### src/common/bertst_pkg.sv
// constants shared by the bit error rate tester design
package bertst_pkg;
  // ----------------------------------------------------------------
  // register indexes (byte address is four times the index)
  // ----------------------------------------------------------------
  localparam logic [7:0] IDX_CTRL = 8'h60;
  localparam logic [7:0] IDX_PCFG = 8'h62;
  localparam logic [7:0] IDX_SEED_LO = 8'h64;
  localparam logic [7:0] IDX_SEED_HI = 8'h66;
  localparam logic [7:0] IDX_EIC = 8'h68;
  localparam logic [7:0] IDX_STAT = 8'h6c;
  localparam logic [7:0] IDX_LATCH = 8'h6e;
  localparam logic [7:0] IDX_IE = 8'h70;
  localparam logic [7:0] IDX_ERR_LO = 8'h74;
  localparam logic [7:0] IDX_ERR_HI = 8'h76;
  localparam logic [7:0] IDX_BIT_LO = 8'h78;
  localparam logic [7:0] IDX_BIT_HI = 8'h7a;
  // ----------------------------------------------------------------
  // field positions, masks and reset values
  // ----------------------------------------------------------------
  localparam int C_TX_INV = 0;
  localparam int C_TX_LOAD = 1;
  localparam int C_AUTO_DIS = 2;
  localparam int C_RESYNC = 3;
  localparam int C_RX_INV = 4;
  localparam int C_RX_LOAD = 5;
  localparam int C_LOCAL_UPD = 6;
  localparam int C_UPD_SEL = 7;
  localparam int P_LEN_LSB = 0;
  localparam int P_TYPE = 5;
  localparam int P_QUASI_RANDOM_ENABLE = 6;
  localparam int P_TAP_LSB = 8;
  localparam int E_MEIMS = 0;
  localparam int E_TSEI = 1;
  localparam int E_BEI = 2;
  localparam int E_RATE_LSB = 3;
  localparam logic [15:0] CTRL_MASK = 16'h00ff;
  localparam logic [15:0] PCFG_MASK = 16'h1f7f;
  localparam logic [15:0] EIC_MASK = 16'h003f;
  localparam logic [15:0] FLAG_MASK = 16'h000f;
  localparam logic [15:0] REG_RESET = 16'h0000;
  // ----------------------------------------------------------------
  // counts
  // ----------------------------------------------------------------
  localparam logic [5:0] SYNC_MATCH = 6'h20;
  localparam logic [5:0] WINDOW_LAST = 6'h3f;
  localparam logic [2:0] RESYNC_ERRS = 3'h6;
  localparam logic [4:0] QUASI_RANDOM_ENABLE_LEN = 5'h13;
  localparam logic [4:0] QUASI_RANDOM_ENABLE_TAP = 5'h10;
endpackage

### src/common/bertst_gen_if.sv
// pattern configuration carried from the registers to both generators
`timescale 1ns/1ns
interface bertst_gen_if;
  logic quasi_random_enable;
  logic pattern_type;
  logic [4:0] length_position;
  logic [4:0] tap_position;
  logic [31:0] seed_value;
  modport src (output quasi_random_enable, pattern_type, length_position, tap_position,
               seed_value);
  modport gen (input quasi_random_enable, pattern_type, length_position, tap_position,
               seed_value);
endinterface

### src/core/bertst_top.sv
// bit error rate tester: registers, receive checker, counters, error insert
//
// Design decision made here: the Wishbone interface to the registers.
`timescale 1ns/1ns
module bertst_top (
  // clock and reset
  input wire logic i_clk,
  input wire logic i_sys_rst,
  // port controls
  input wire logic i_global_datapath_reset,
  input wire logic i_port_datapath_reset,
  input wire logic i_port_power_down,
  input wire logic i_tester_enable,
  input wire logic i_counter_update_request,
  input wire logic i_manual_error_insert,
  // serial data paths
  input wire logic i_tx_bit_en,
  output logic o_tx_data,
  input wire logic i_rx_bit_en,
  input wire logic i_rx_data,
  // status
  output logic o_oos,
  output logic o_update_complete,
  // wishbone slave
  input wire logic i_wb_cyc,
  input wire logic i_wb_stb,
  input wire logic i_wb_we,
  input wire logic [9:0] i_wb_adr,
  input wire logic [3:0] i_wb_sel,
  input wire logic [31:0] i_wb_dat,
  output logic [31:0] o_wb_dat,
  output logic o_wb_ack
);
  import bertst_pkg::*;

  // ----------------------------------------------------------------
  // state
  // ----------------------------------------------------------------
  typedef struct packed {
    logic [15:0] ctrl;
    logic [15:0] pcfg;
    logic [15:0] eic;
    logic [15:0] ie;
    logic [31:0] seed;
    logic [3:0] latched;
    logic [23:0] err_cnt;
    logic [23:0] err_snap;
    logic [23:0] rate_cnt;
    logic [31:0] bit_cnt;
    logic [31:0] bit_snap;
    logic update_complete;
    logic trig_q;
    logic rx_ld_q;
    logic rx_ld_pend;
    logic tx_ld_q;
    logic tx_ld_pend;
    logic resync_q;
    logic in_sync;
    logic mtrig_q;
    logic ins_pend;
    logic tx_data;
    logic [5:0] match_cnt;
    logic [5:0] win_cnt;
    logic [2:0] win_err;
    logic [15:0] rdata;
  } bertst_st_t;

  bertst_st_t s;
  bertst_st_t next_s;

  logic clr;
  logic bus_wr;
  logic bus_rd;
  logic [7:0] bus_idx;
  logic tx_head;
  logic rx_fb;
  logic rx_in;
  logic mism;
  logic bit_inc;
  logic err_inc;
  logic resync_req;
  logic rx_ld;
  logic tx_ld;
  logic rx_exec;
  logic tx_exec;
  logic manual_resync;
  logic trig;
  logic mtrig;
  logic rate_hit;
  logic tx_err;
  logic [2:0] rate;
  logic [2:0] werr;
  logic [23:0] ecnt;
  logic [31:0] bcnt;
  logic [15:0] wval;
  logic [3:0] lclr;
  logic [3:0] lset;

  // ----------------------------------------------------------------
  // helpers
  // ----------------------------------------------------------------
  function automatic logic [15:0] wr16(input logic [15:0] old,
                                       input logic [31:0] dat,
                                       input logic [3:0] sel);
    logic [15:0] r;
    r = old;
    if (sel[0]) begin
      r[7:0] = dat[7:0];
    end
    if (sel[1]) begin
      r[15:8] = dat[15:8];
    end
    return r;
  endfunction

  // bits between inserted errors, minus one
  function automatic logic [23:0] pow10m1(input logic [2:0] n);
    case (n)
      3'h1: return 24'h000009;
      3'h2: return 24'h000063;
      3'h3: return 24'h0003e7;
      3'h4: return 24'h00270f;
      3'h5: return 24'h01869f;
      3'h6: return 24'h0f423f;
      3'h7: return 24'h98967f;
      default: return 24'h000000;
    endcase
  endfunction

  // ----------------------------------------------------------------
  // submodules
  // ----------------------------------------------------------------
  bertst_gen_if cfg_if ();
  assign cfg_if.quasi_random_enable = s.pcfg[P_QUASI_RANDOM_ENABLE];
  assign cfg_if.pattern_type = s.pcfg[P_TYPE];
  assign cfg_if.length_position = s.pcfg[P_LEN_LSB +: 5];
  assign cfg_if.tap_position = s.pcfg[P_TAP_LSB +: 5];
  assign cfg_if.seed_value = s.seed;

  assign clr = i_global_datapath_reset | i_port_datapath_reset |
               i_port_power_down;

  bertst_wb u_wb (
    .i_clk(i_clk),
    .i_sys_rst(i_sys_rst),
    .i_cyc(i_wb_cyc),
    .i_stb(i_wb_stb),
    .i_we(i_wb_we),
    .i_adr(i_wb_adr),
    .o_ack(o_wb_ack),
    .o_wr(bus_wr),
    .o_rd(bus_rd),
    .o_idx(bus_idx)
  );

  bertst_gen u_tx_gen (
    .i_clk(i_clk),
    .i_sys_rst(i_sys_rst),
    .i_clr(clr),
    .i_ce(i_tx_bit_en),
    .i_load(tx_exec),
    .cfg(cfg_if),
    .i_ext_en(1'b0),
    .i_ext_bit(1'b0),
    .o_head(tx_head),
    .o_fb()
  );

  // while out of sync the receive side shifts in the line itself
  bertst_gen u_rx_gen (
    .i_clk(i_clk),
    .i_sys_rst(i_sys_rst),
    .i_clr(clr),
    .i_ce(i_rx_bit_en),
    .i_load(rx_exec),
    .cfg(cfg_if),
    .i_ext_en(~s.in_sync),
    .i_ext_bit(rx_in),
    .o_head(),
    .o_fb(rx_fb)
  );

  // ----------------------------------------------------------------
  // next state
  // ----------------------------------------------------------------
  always_comb begin
    next_s = s;
    bit_inc = 1'b0;
    err_inc = 1'b0;
    resync_req = 1'b0;
    werr = s.win_err;
    wval = REG_RESET;
    lclr = 4'h0;
    rx_in = i_rx_data ^ s.ctrl[C_RX_INV];
    mism = rx_in ^ rx_fb;

    // load strobes wait for an enabled, running bit clock
    rx_ld = s.ctrl[C_RX_LOAD] & ~s.rx_ld_q;
    tx_ld = s.ctrl[C_TX_LOAD] & ~s.tx_ld_q;
    rx_exec = s.rx_ld_pend & i_tester_enable & i_rx_bit_en;
    tx_exec = s.tx_ld_pend & i_tester_enable & i_tx_bit_en;
    next_s.rx_ld_q = s.ctrl[C_RX_LOAD];
    next_s.tx_ld_q = s.ctrl[C_TX_LOAD];
    next_s.rx_ld_pend = (s.rx_ld_pend & ~rx_exec) | rx_ld;
    next_s.tx_ld_pend = (s.tx_ld_pend & ~tx_exec) | tx_ld;
    manual_resync = s.ctrl[C_RESYNC] & ~s.resync_q;
    next_s.resync_q = s.ctrl[C_RESYNC];

    // receive checking
    if (i_rx_bit_en) begin
      if (!s.in_sync) begin
        next_s.match_cnt = mism ? 6'h00 : s.match_cnt + 6'h01;
        if (!mism && (s.match_cnt == SYNC_MATCH - 6'h01)) begin
          next_s.in_sync = 1'b1;
          next_s.win_cnt = 6'h00;
          next_s.win_err = 3'h0;
        end
      end else begin
        bit_inc = 1'b1;
        err_inc = mism;
        if (mism && (s.win_err != 3'h7)) begin
          werr = s.win_err + 3'h1;
        end
        next_s.win_cnt = s.win_cnt + 6'h01;
        next_s.win_err = (s.win_cnt == WINDOW_LAST) ? 3'h0 : werr;
        if ((werr >= RESYNC_ERRS) && !s.ctrl[C_AUTO_DIS]) begin
          resync_req = 1'b1;
        end
      end
    end
    if (resync_req | manual_resync | rx_exec) begin
      next_s.in_sync = 1'b0;
      next_s.match_cnt = 6'h00;
    end

    // counters and snapshot
    trig = s.ctrl[C_UPD_SEL] ? i_counter_update_request
                             : s.ctrl[C_LOCAL_UPD];
    next_s.trig_q = trig;
    ecnt = (&s.err_cnt) ? s.err_cnt : s.err_cnt + 24'(err_inc);
    bcnt = (&s.bit_cnt) ? s.bit_cnt : s.bit_cnt + 32'(bit_inc);
    if (trig & ~s.trig_q) begin
      next_s.err_snap = ecnt;
      next_s.bit_snap = bcnt;
      next_s.err_cnt = 24'(err_inc);
      next_s.bit_cnt = 32'(bit_inc);
      next_s.update_complete = 1'b1;
    end else begin
      next_s.err_cnt = ecnt;
      next_s.bit_cnt = bcnt;
    end
    // complete drops with the trigger, so software must hold it
    if (!trig) begin
      next_s.update_complete = 1'b0;
    end

    // transmit path and error insertion
    rate = s.eic[E_RATE_LSB +: 3];
    rate_hit = i_tx_bit_en & (rate != 3'h0) & (s.rate_cnt == 24'h000000);
    if (i_tx_bit_en && (rate != 3'h0)) begin
      next_s.rate_cnt = rate_hit ? pow10m1(rate) : s.rate_cnt - 24'h000001;
    end
    mtrig = s.eic[E_MEIMS] ? i_manual_error_insert : s.eic[E_TSEI];
    next_s.mtrig_q = mtrig;
    tx_err = rate_hit | (i_tx_bit_en & s.ins_pend);
    // an edge landing on the insertion bit is kept for the next bit
    next_s.ins_pend = (s.ins_pend & ~i_tx_bit_en) |
                      (mtrig & ~s.mtrig_q & s.eic[E_BEI]);
    if (i_tx_bit_en) begin
      next_s.tx_data = tx_head ^ s.ctrl[C_TX_INV] ^ tx_err;
    end

    // register reads, captured the cycle before ack
    if (bus_rd) begin
      case (bus_idx)
        IDX_CTRL: next_s.rdata = s.ctrl;
        IDX_PCFG: next_s.rdata = s.pcfg;
        IDX_SEED_LO: next_s.rdata = s.seed[15:0];
        IDX_SEED_HI: next_s.rdata = s.seed[31:16];
        IDX_EIC: next_s.rdata = s.eic;
        IDX_STAT: next_s.rdata = {12'h000, s.update_complete, 1'b0,
                                  s.err_snap != 24'h000000, ~s.in_sync};
        IDX_LATCH: next_s.rdata = {12'h000, s.latched};
        IDX_IE: next_s.rdata = s.ie;
        IDX_ERR_LO: next_s.rdata = s.err_snap[15:0];
        IDX_ERR_HI: next_s.rdata = {8'h00, s.err_snap[23:16]};
        IDX_BIT_LO: next_s.rdata = s.bit_snap[15:0];
        IDX_BIT_HI: next_s.rdata = s.bit_snap[31:16];
        default: next_s.rdata = REG_RESET;
      endcase
    end

    // register writes, taken on the ack edge
    if (bus_wr) begin
      case (bus_idx)
        IDX_CTRL: next_s.ctrl = wr16(s.ctrl, i_wb_dat, i_wb_sel) & CTRL_MASK;
        IDX_PCFG: next_s.pcfg = wr16(s.pcfg, i_wb_dat, i_wb_sel) & PCFG_MASK;
        IDX_SEED_LO: next_s.seed[15:0] = wr16(s.seed[15:0], i_wb_dat,
                                              i_wb_sel);
        IDX_SEED_HI: next_s.seed[31:16] = wr16(s.seed[31:16], i_wb_dat,
                                               i_wb_sel);
        IDX_EIC: begin
          wval = wr16(s.eic, i_wb_dat, i_wb_sel) & EIC_MASK;
          next_s.eic = wval;
          // a running rate finishes its current error before changing to another nonzero rate; writing rate 0 stops it at once
          if ((rate == 3'h0) && (wval[E_RATE_LSB +: 3] != 3'h0)) begin
            next_s.rate_cnt = pow10m1(wval[E_RATE_LSB +: 3]);
          end
        end
        IDX_LATCH: begin
          wval = wr16(REG_RESET, i_wb_dat, i_wb_sel);
          lclr = wval[3:0];
        end
        IDX_IE: next_s.ie = wr16(s.ie, i_wb_dat, i_wb_sel) & FLAG_MASK;
        default: ;
      endcase
    end

    // sticky flags: a set in the clearing cycle wins
    lset = {next_s.update_complete & ~s.update_complete, err_inc,
            (next_s.err_snap != 24'h000000) & (s.err_snap == 24'h000000),
            next_s.in_sync ^ s.in_sync};
    next_s.latched = (s.latched & ~lclr) | lset;

    if (clr) begin
      next_s = '0;
    end
  end

  always_ff @(posedge i_clk or posedge i_sys_rst) begin
    if (i_sys_rst) begin
      s <= '0;
    end else begin
      s <= next_s;
    end
  end

  // ----------------------------------------------------------------
  // outputs
  // ----------------------------------------------------------------
  assign o_tx_data = s.tx_data;
  assign o_oos = ~s.in_sync;
  assign o_update_complete = s.update_complete;
  assign o_wb_dat = {16'h0000, s.rdata};
endmodule

### src/core/bertst_wb.sv
// classic wishbone handshake and index decode for the tester registers
`timescale 1ns/1ns
module bertst_wb (
  // clock and reset
  input wire logic i_clk,
  input wire logic i_sys_rst,
  // bus request
  input wire logic i_cyc,
  input wire logic i_stb,
  input wire logic i_we,
  input wire logic [9:0] i_adr,
  // decoded strobes
  output logic o_ack,
  output logic o_wr,
  output logic o_rd,
  output logic [7:0] o_idx
);
  logic req;
  // one wait state: read data is captured the cycle before ack
  assign req = i_cyc & i_stb;
  assign o_wr = req & o_ack & i_we;
  assign o_rd = req & ~o_ack;
  assign o_idx = i_adr[9:2];
  always_ff @(posedge i_clk or posedge i_sys_rst) begin
    if (i_sys_rst) begin
      o_ack <= 1'b0;
    end else begin
      o_ack <= req & ~o_ack;
    end
  end
endmodule

### src/core/bertst_gen.sv
// 32-bit shift register pattern generator shared by transmit and receive
`timescale 1ns/1ns
module bertst_gen (
  // clock and reset
  input wire logic i_clk,
  input wire logic i_sys_rst,
  input wire logic i_clr,
  // bit strobe, load and configuration
  input wire logic i_ce,
  input wire logic i_load,
  bertst_gen_if.gen cfg,
  // external bit shifted in while hunting for sync
  input wire logic i_ext_en,
  input wire logic i_ext_bit,
  // pattern outputs
  output logic o_head,
  output logic o_fb
);
  import bertst_pkg::*;
  typedef struct packed {
    logic [31:0] sr;
    logic [4:0] len;
    logic [4:0] tap;
    logic rep;
    logic quasi_random_enable;
  } bertst_gst_t;
  bertst_gst_t s;
  bertst_gst_t next_s;
  always_comb begin
    next_s = s;
    // repetitive patterns ignore the tap and rotate bit n alone
    o_fb = s.rep ? s.sr[s.len] : s.sr[s.len] ^ s.sr[s.tap];
    // zero suppression looks at the next 14 bits behind the head
    o_head = s.sr[s.len] | (s.quasi_random_enable & (s.sr[18:5] == 14'h0000));
    if (i_load) begin
      next_s.sr = cfg.seed_value;
      next_s.quasi_random_enable = cfg.quasi_random_enable;
      next_s.rep = cfg.quasi_random_enable ? 1'b0 : cfg.pattern_type;
      next_s.len = cfg.quasi_random_enable ? QUASI_RANDOM_ENABLE_LEN : cfg.length_position;
      next_s.tap = cfg.quasi_random_enable ? QUASI_RANDOM_ENABLE_TAP : cfg.tap_position;
    end else if (i_ce) begin
      next_s.sr = {s.sr[30:0], i_ext_en ? i_ext_bit : o_fb};
    end
    if (i_clr) begin
      next_s = '0;
    end
  end
  always_ff @(posedge i_clk or posedge i_sys_rst) begin
    if (i_sys_rst) begin
      s <= '0;
    end else begin
      s <= next_s;
    end
  end
endmodule

### config.mk
export PLATFORM = sky130hd
export DESIGN_NAME = bertst_top
export DESIGN_NICKNAME = d
export VERILOG_FILES = /design/src/common/bertst_pkg.sv /design/src/common/bertst_gen_if.sv /design/src/core/bertst_top.sv /design/src/core/bertst_wb.sv /design/src/core/bertst_gen.sv
export SDC_FILE = /design/constraint.sdc
export NUM_CORES = 1
export LEC_CHECK = 0
export ABC_AREA = 1
export BUFFER_PORTS_ARGS = -buffer_cell sky130_fd_sc_hd__buf_2
export CORE_MARGIN = 2
export CORE_UTILIZATION = 40
export CTS_CLUSTER_DIAMETER = 50
export CTS_CLUSTER_SIZE = 12
export DETAILED_ROUTE_END_ITERATION = 12
export SYNTH_ARGS = -nofsm -noshare
export SYNTH_HDL_FRONTEND = slang
export SYNTH_SLANG_ARGS = --single-unit
### constraint.sdc
create_clock -name i_clk -period 11.8 [get_ports i_clk]
set_clock_uncertainty 0.1 [all_clocks]
set_input_delay 2.36 -clock i_clk [delete_from_list [all_inputs] [get_ports i_clk]]
set_output_delay 2.36 -clock i_clk [all_outputs]
set_load 0.02 [all_outputs]
==> impl_metrics.json <==
{
  "crit_path_end_kind": "register",
  "cts-root-buf": "clkbuf_16",
  "crit_path_max_fanout": 5,
  "p_int_uw": 1980,
  "p_clk_frac": 0.513,
  "place_ws_ps": 5800,
  "hold_end": "s[38]",
  "r2r_end": "s[179]",
  "crit_type": "input pin to register",
  "fin_nets": 2530,
  "cts_tree": "done",
  "vias_per_cell": 5.42,
  "critPathBufInv": 3,
  "clkTransAtPathRegs_ps": 60,
  "maxSlewHeadroom": 0.141,
  "globalplace.congestion": 0.966,
  "ctsResizeCount": 0,
  "timing.rr.start": "u_rx_gen.s[2]",
  "drt-total-wl_microns": 56400,
  "die_h_microns": 220,
  "p_leak_uw": 0.00956,
  "ys_seq_area_frac": 0.447,
  "synth_ff_type": "dfrtp_1",
  "ys_seq_elements": 332,
  "grt_pass1_wl_microns": 89800,
  "fmax_ghz": 0.182,
  "antenna_found_initial": 1,
  "slew_violations": 0,
  "drive_above_1_share": 0.0944,
  "period_needed_ps": 5490,
  "crit_top_cell": "nand2_1",
  "cts.sink_count": 332,
  "grt_usage": 0.239,
  "crit_start": "i_rx_data",
  "portBuffers": 59,
  "drc": 0,
  "dp_cells": 3016,
  "hold_class": "register to register",
  "peakVddDrop_uv": 83.6,
  "r2r_cells": 30,
  "synthCells": 2450,
  "async_flop_share": 1.00,
  "avgSynthCellArea_sq_um": 7.59,
  "grt-ovfl-total": 0,
  "hpwl_microns": 40800,
  "crit_path_cell_trace": "buf_2, xnor2_1, inv_1, nand2_4, nand2_1, nor2_1, ha_1, ha_1, inv_1, nor2_1, nand2_1, xor2_1, nor2_1, nand2_1, o21ai_0, nand2_1, nor2_1, nand4_1, nor2_1, nand2_1, nand2_1, a21oi_1",
  "core_area_sq_um": 45600,
  "crit_slowest_cell": "nor2_1",
  "ctsLongestPathBuffers": 3,
  "finalSetupViolCount": 0,
  "htreeDepth": 2,
  "cp.required_ps": 12130,
  "clock_latency_ps": 590,
  "yosysTopAreaCellShare": 0.447,
  "arrival_ps": 5820,
  "fillers": 4585,
  "synthTopCellsByCount": "nand2_1 (501), inv_1 (349), dfrtp_1 (332)",
  "fin_setup_tns_ps": 0,
  "ctsHoldBuffers": 0,
  "cpPeakStageDelay_ps": 340,
  "syn_area_sq_um": 18600,
  "ys_types": 65,
  "outcome": "finished, final reports clean",
  "num_io_pins": 96,
  "antenna_cells": 0,
  "power_density_nw_per_um2": 127,
  "dieArea_sq_um": 48200,
  "startpoint_type": "input pin",
  "seq_power_share": 0.442,
  "whs_path_depth": 1,
  "initial_core_util": 0.408,
  "wire_per_inst_microns": 18.3,
  "min_from": "s[39]",
  "final_hold_viol_count": 0,
  "critical-path-top-delay-family": "simple AND/OR/NAND/NOR gates",
  "fin_cells": 3090,
  "synthTopCellsByArea": "dfrtp_1 (45%), nand2_1 (10%), inv_1 (7.0%)",
  "num_vias": 16741,
  "worst_slack_ps": 6310,
  "final_antenna_net_count": 0,
  "worst_pin_slew_ps": 1280,
  "cts_setup_buffers": 0,
  "synthToLayoutAreaGrowth_pct": 11.0,
  "rows": 78,
  "regArea_sq_um": 8310,
  "grt_max_degree": 121,
  "synth-edff-count": 0,
  "switchingPower_uw": 645,
  "rsz0062_at_grt": "no",
  "multi_input_area_sq_um": 8280,
  "numCtsBuffers": 43,
  "p_sw_frac": 0.246,
  "cap_violations": 0,
  "synth_area_leader_cell": "dfrtp_1",
  "combPwrFrac": 0.045,
  "yosys_warnings": 0,
  "dr.pass1.iters": 6,
  "period_share": 0.465,
  "rrSetupSlack_ps": 6810,
  "die_w_microns": 220,
  "yosysMostFrequentCell": "nand2_1",
  "grt_pass1_vias": 16097,
  "drt_iter0_markers": 1631
}
metal layers:
| layer | GRT usage | up-vias | routed length (microns) |
|---|---|---|---|
| li1 | - | 8032 | - |
| met5 | 0 | - | 16 |
| met1 | 0.329 | 8108 | 25300 |
| met3 | 0.0395 | 95 | 3270 |
| met4 | 0.0837 | 2 | 1640 |
| met2 | 0.380 | 504 | 26200 |
how the worst max path moves through the flow:
stage,end,slack [ps],cells after the start
finish,s[179],6310,22
global route,s[179],6140,22
detailed placement,s[179],5800,22
global placement,s[179],5780,22
CTS,s[179],6370,22
floorplan,cfg_if.length_position[0],140,1
worst register-to-register path, delay by kind of cell, from the launching register on:
| kind | cells | cell delay (ps) |
|---|---|---|
| DFF | 1 | 830 |
| AOI/OAI and AO/OA | 2 | 150 |
| buffers and inverters | 3 | 370 |
| and+or+nand+nor | 22 | 2640 |
| adders and majority gates | 2 | 570 |
| xor gates and xnor gates | 1 | 160 |
stage by stage:
stage | area (sq um) | hold WS [ps] | utilization | power [uW]
after floorplan | 18600 | 311 | - | 1260
after global placement | 19200 | 314 | 0.421 | 1300
final | 20600 | 327 | 0.453 | 2620
after global routing | 20600 | 368 | 0.453 | 2720
after detailed placement | 19200 | 317 | 0.421 | 1300
after CTS | 20600 | 323 | 0.453 | 2650
power by group through the flow:
stage	sequential, uW	combinational, uW	clock, uW
3_5_place_dp	1180	120	0
4_1_cts	1160	120	1370
5_1_grt	1160	134	1430
3_3_place_gp	1180	118	0
6_report	1160	118	1350
2_1_floorplan	1170	84.9	0
cell usage in the layout, fill, tap and decap left out, types with 41 or more instances in the layout:
cell,instances
nor2_1,241
nand3_1,104
o22ai_1,138
dfrtp_1,332
inv_1,348
nor3_1,41
buf_2,59
xor2_1,53
a21oi_1,86
clkbuf_16,44
nand2_1,501
o21ai_0,216
sequential cells by signal, summed over array words and instances, names as in the netlist, 3 cells and up:
register                flops
o_wb_dat                   16
cfg_if.tap_position         5
u_rx_gen.s                 43
rate                        3
u_tx_gen.s                 44
cfg_if.seed_value          32
s                         179
cfg_if.length_position      5
logic make-up after synthesis:
group | after synthesis | synth area share
multiplexers | 2 | 0.00114
other | 1 | 0.000202
AO/OA/AOI/OAI | 531 | 0.165
XOR/XNOR | 67 | 0.0316
flip-flops | 332 | 0.447
buffers and inverters | 499 | 0.111
adder cells (fa/ha/maj) | 9 | 0.00606
AND/OR/NAND/NOR | 1009 | 0.238
final cells by class:
type | instances | area share
Tap cell | 600 | 0.0364
Timing Repair Buffer | 76 | 0.0205
Clock inverter | 22 | 0.0133
Clock buffer | 52 | 0.0568
Sequential cell | 332 | 0.403
Multi-Input combinational cell | 1634 | 0.401
Inverter | 374 | 0.0689
Power figures use the tool's default switching activity.
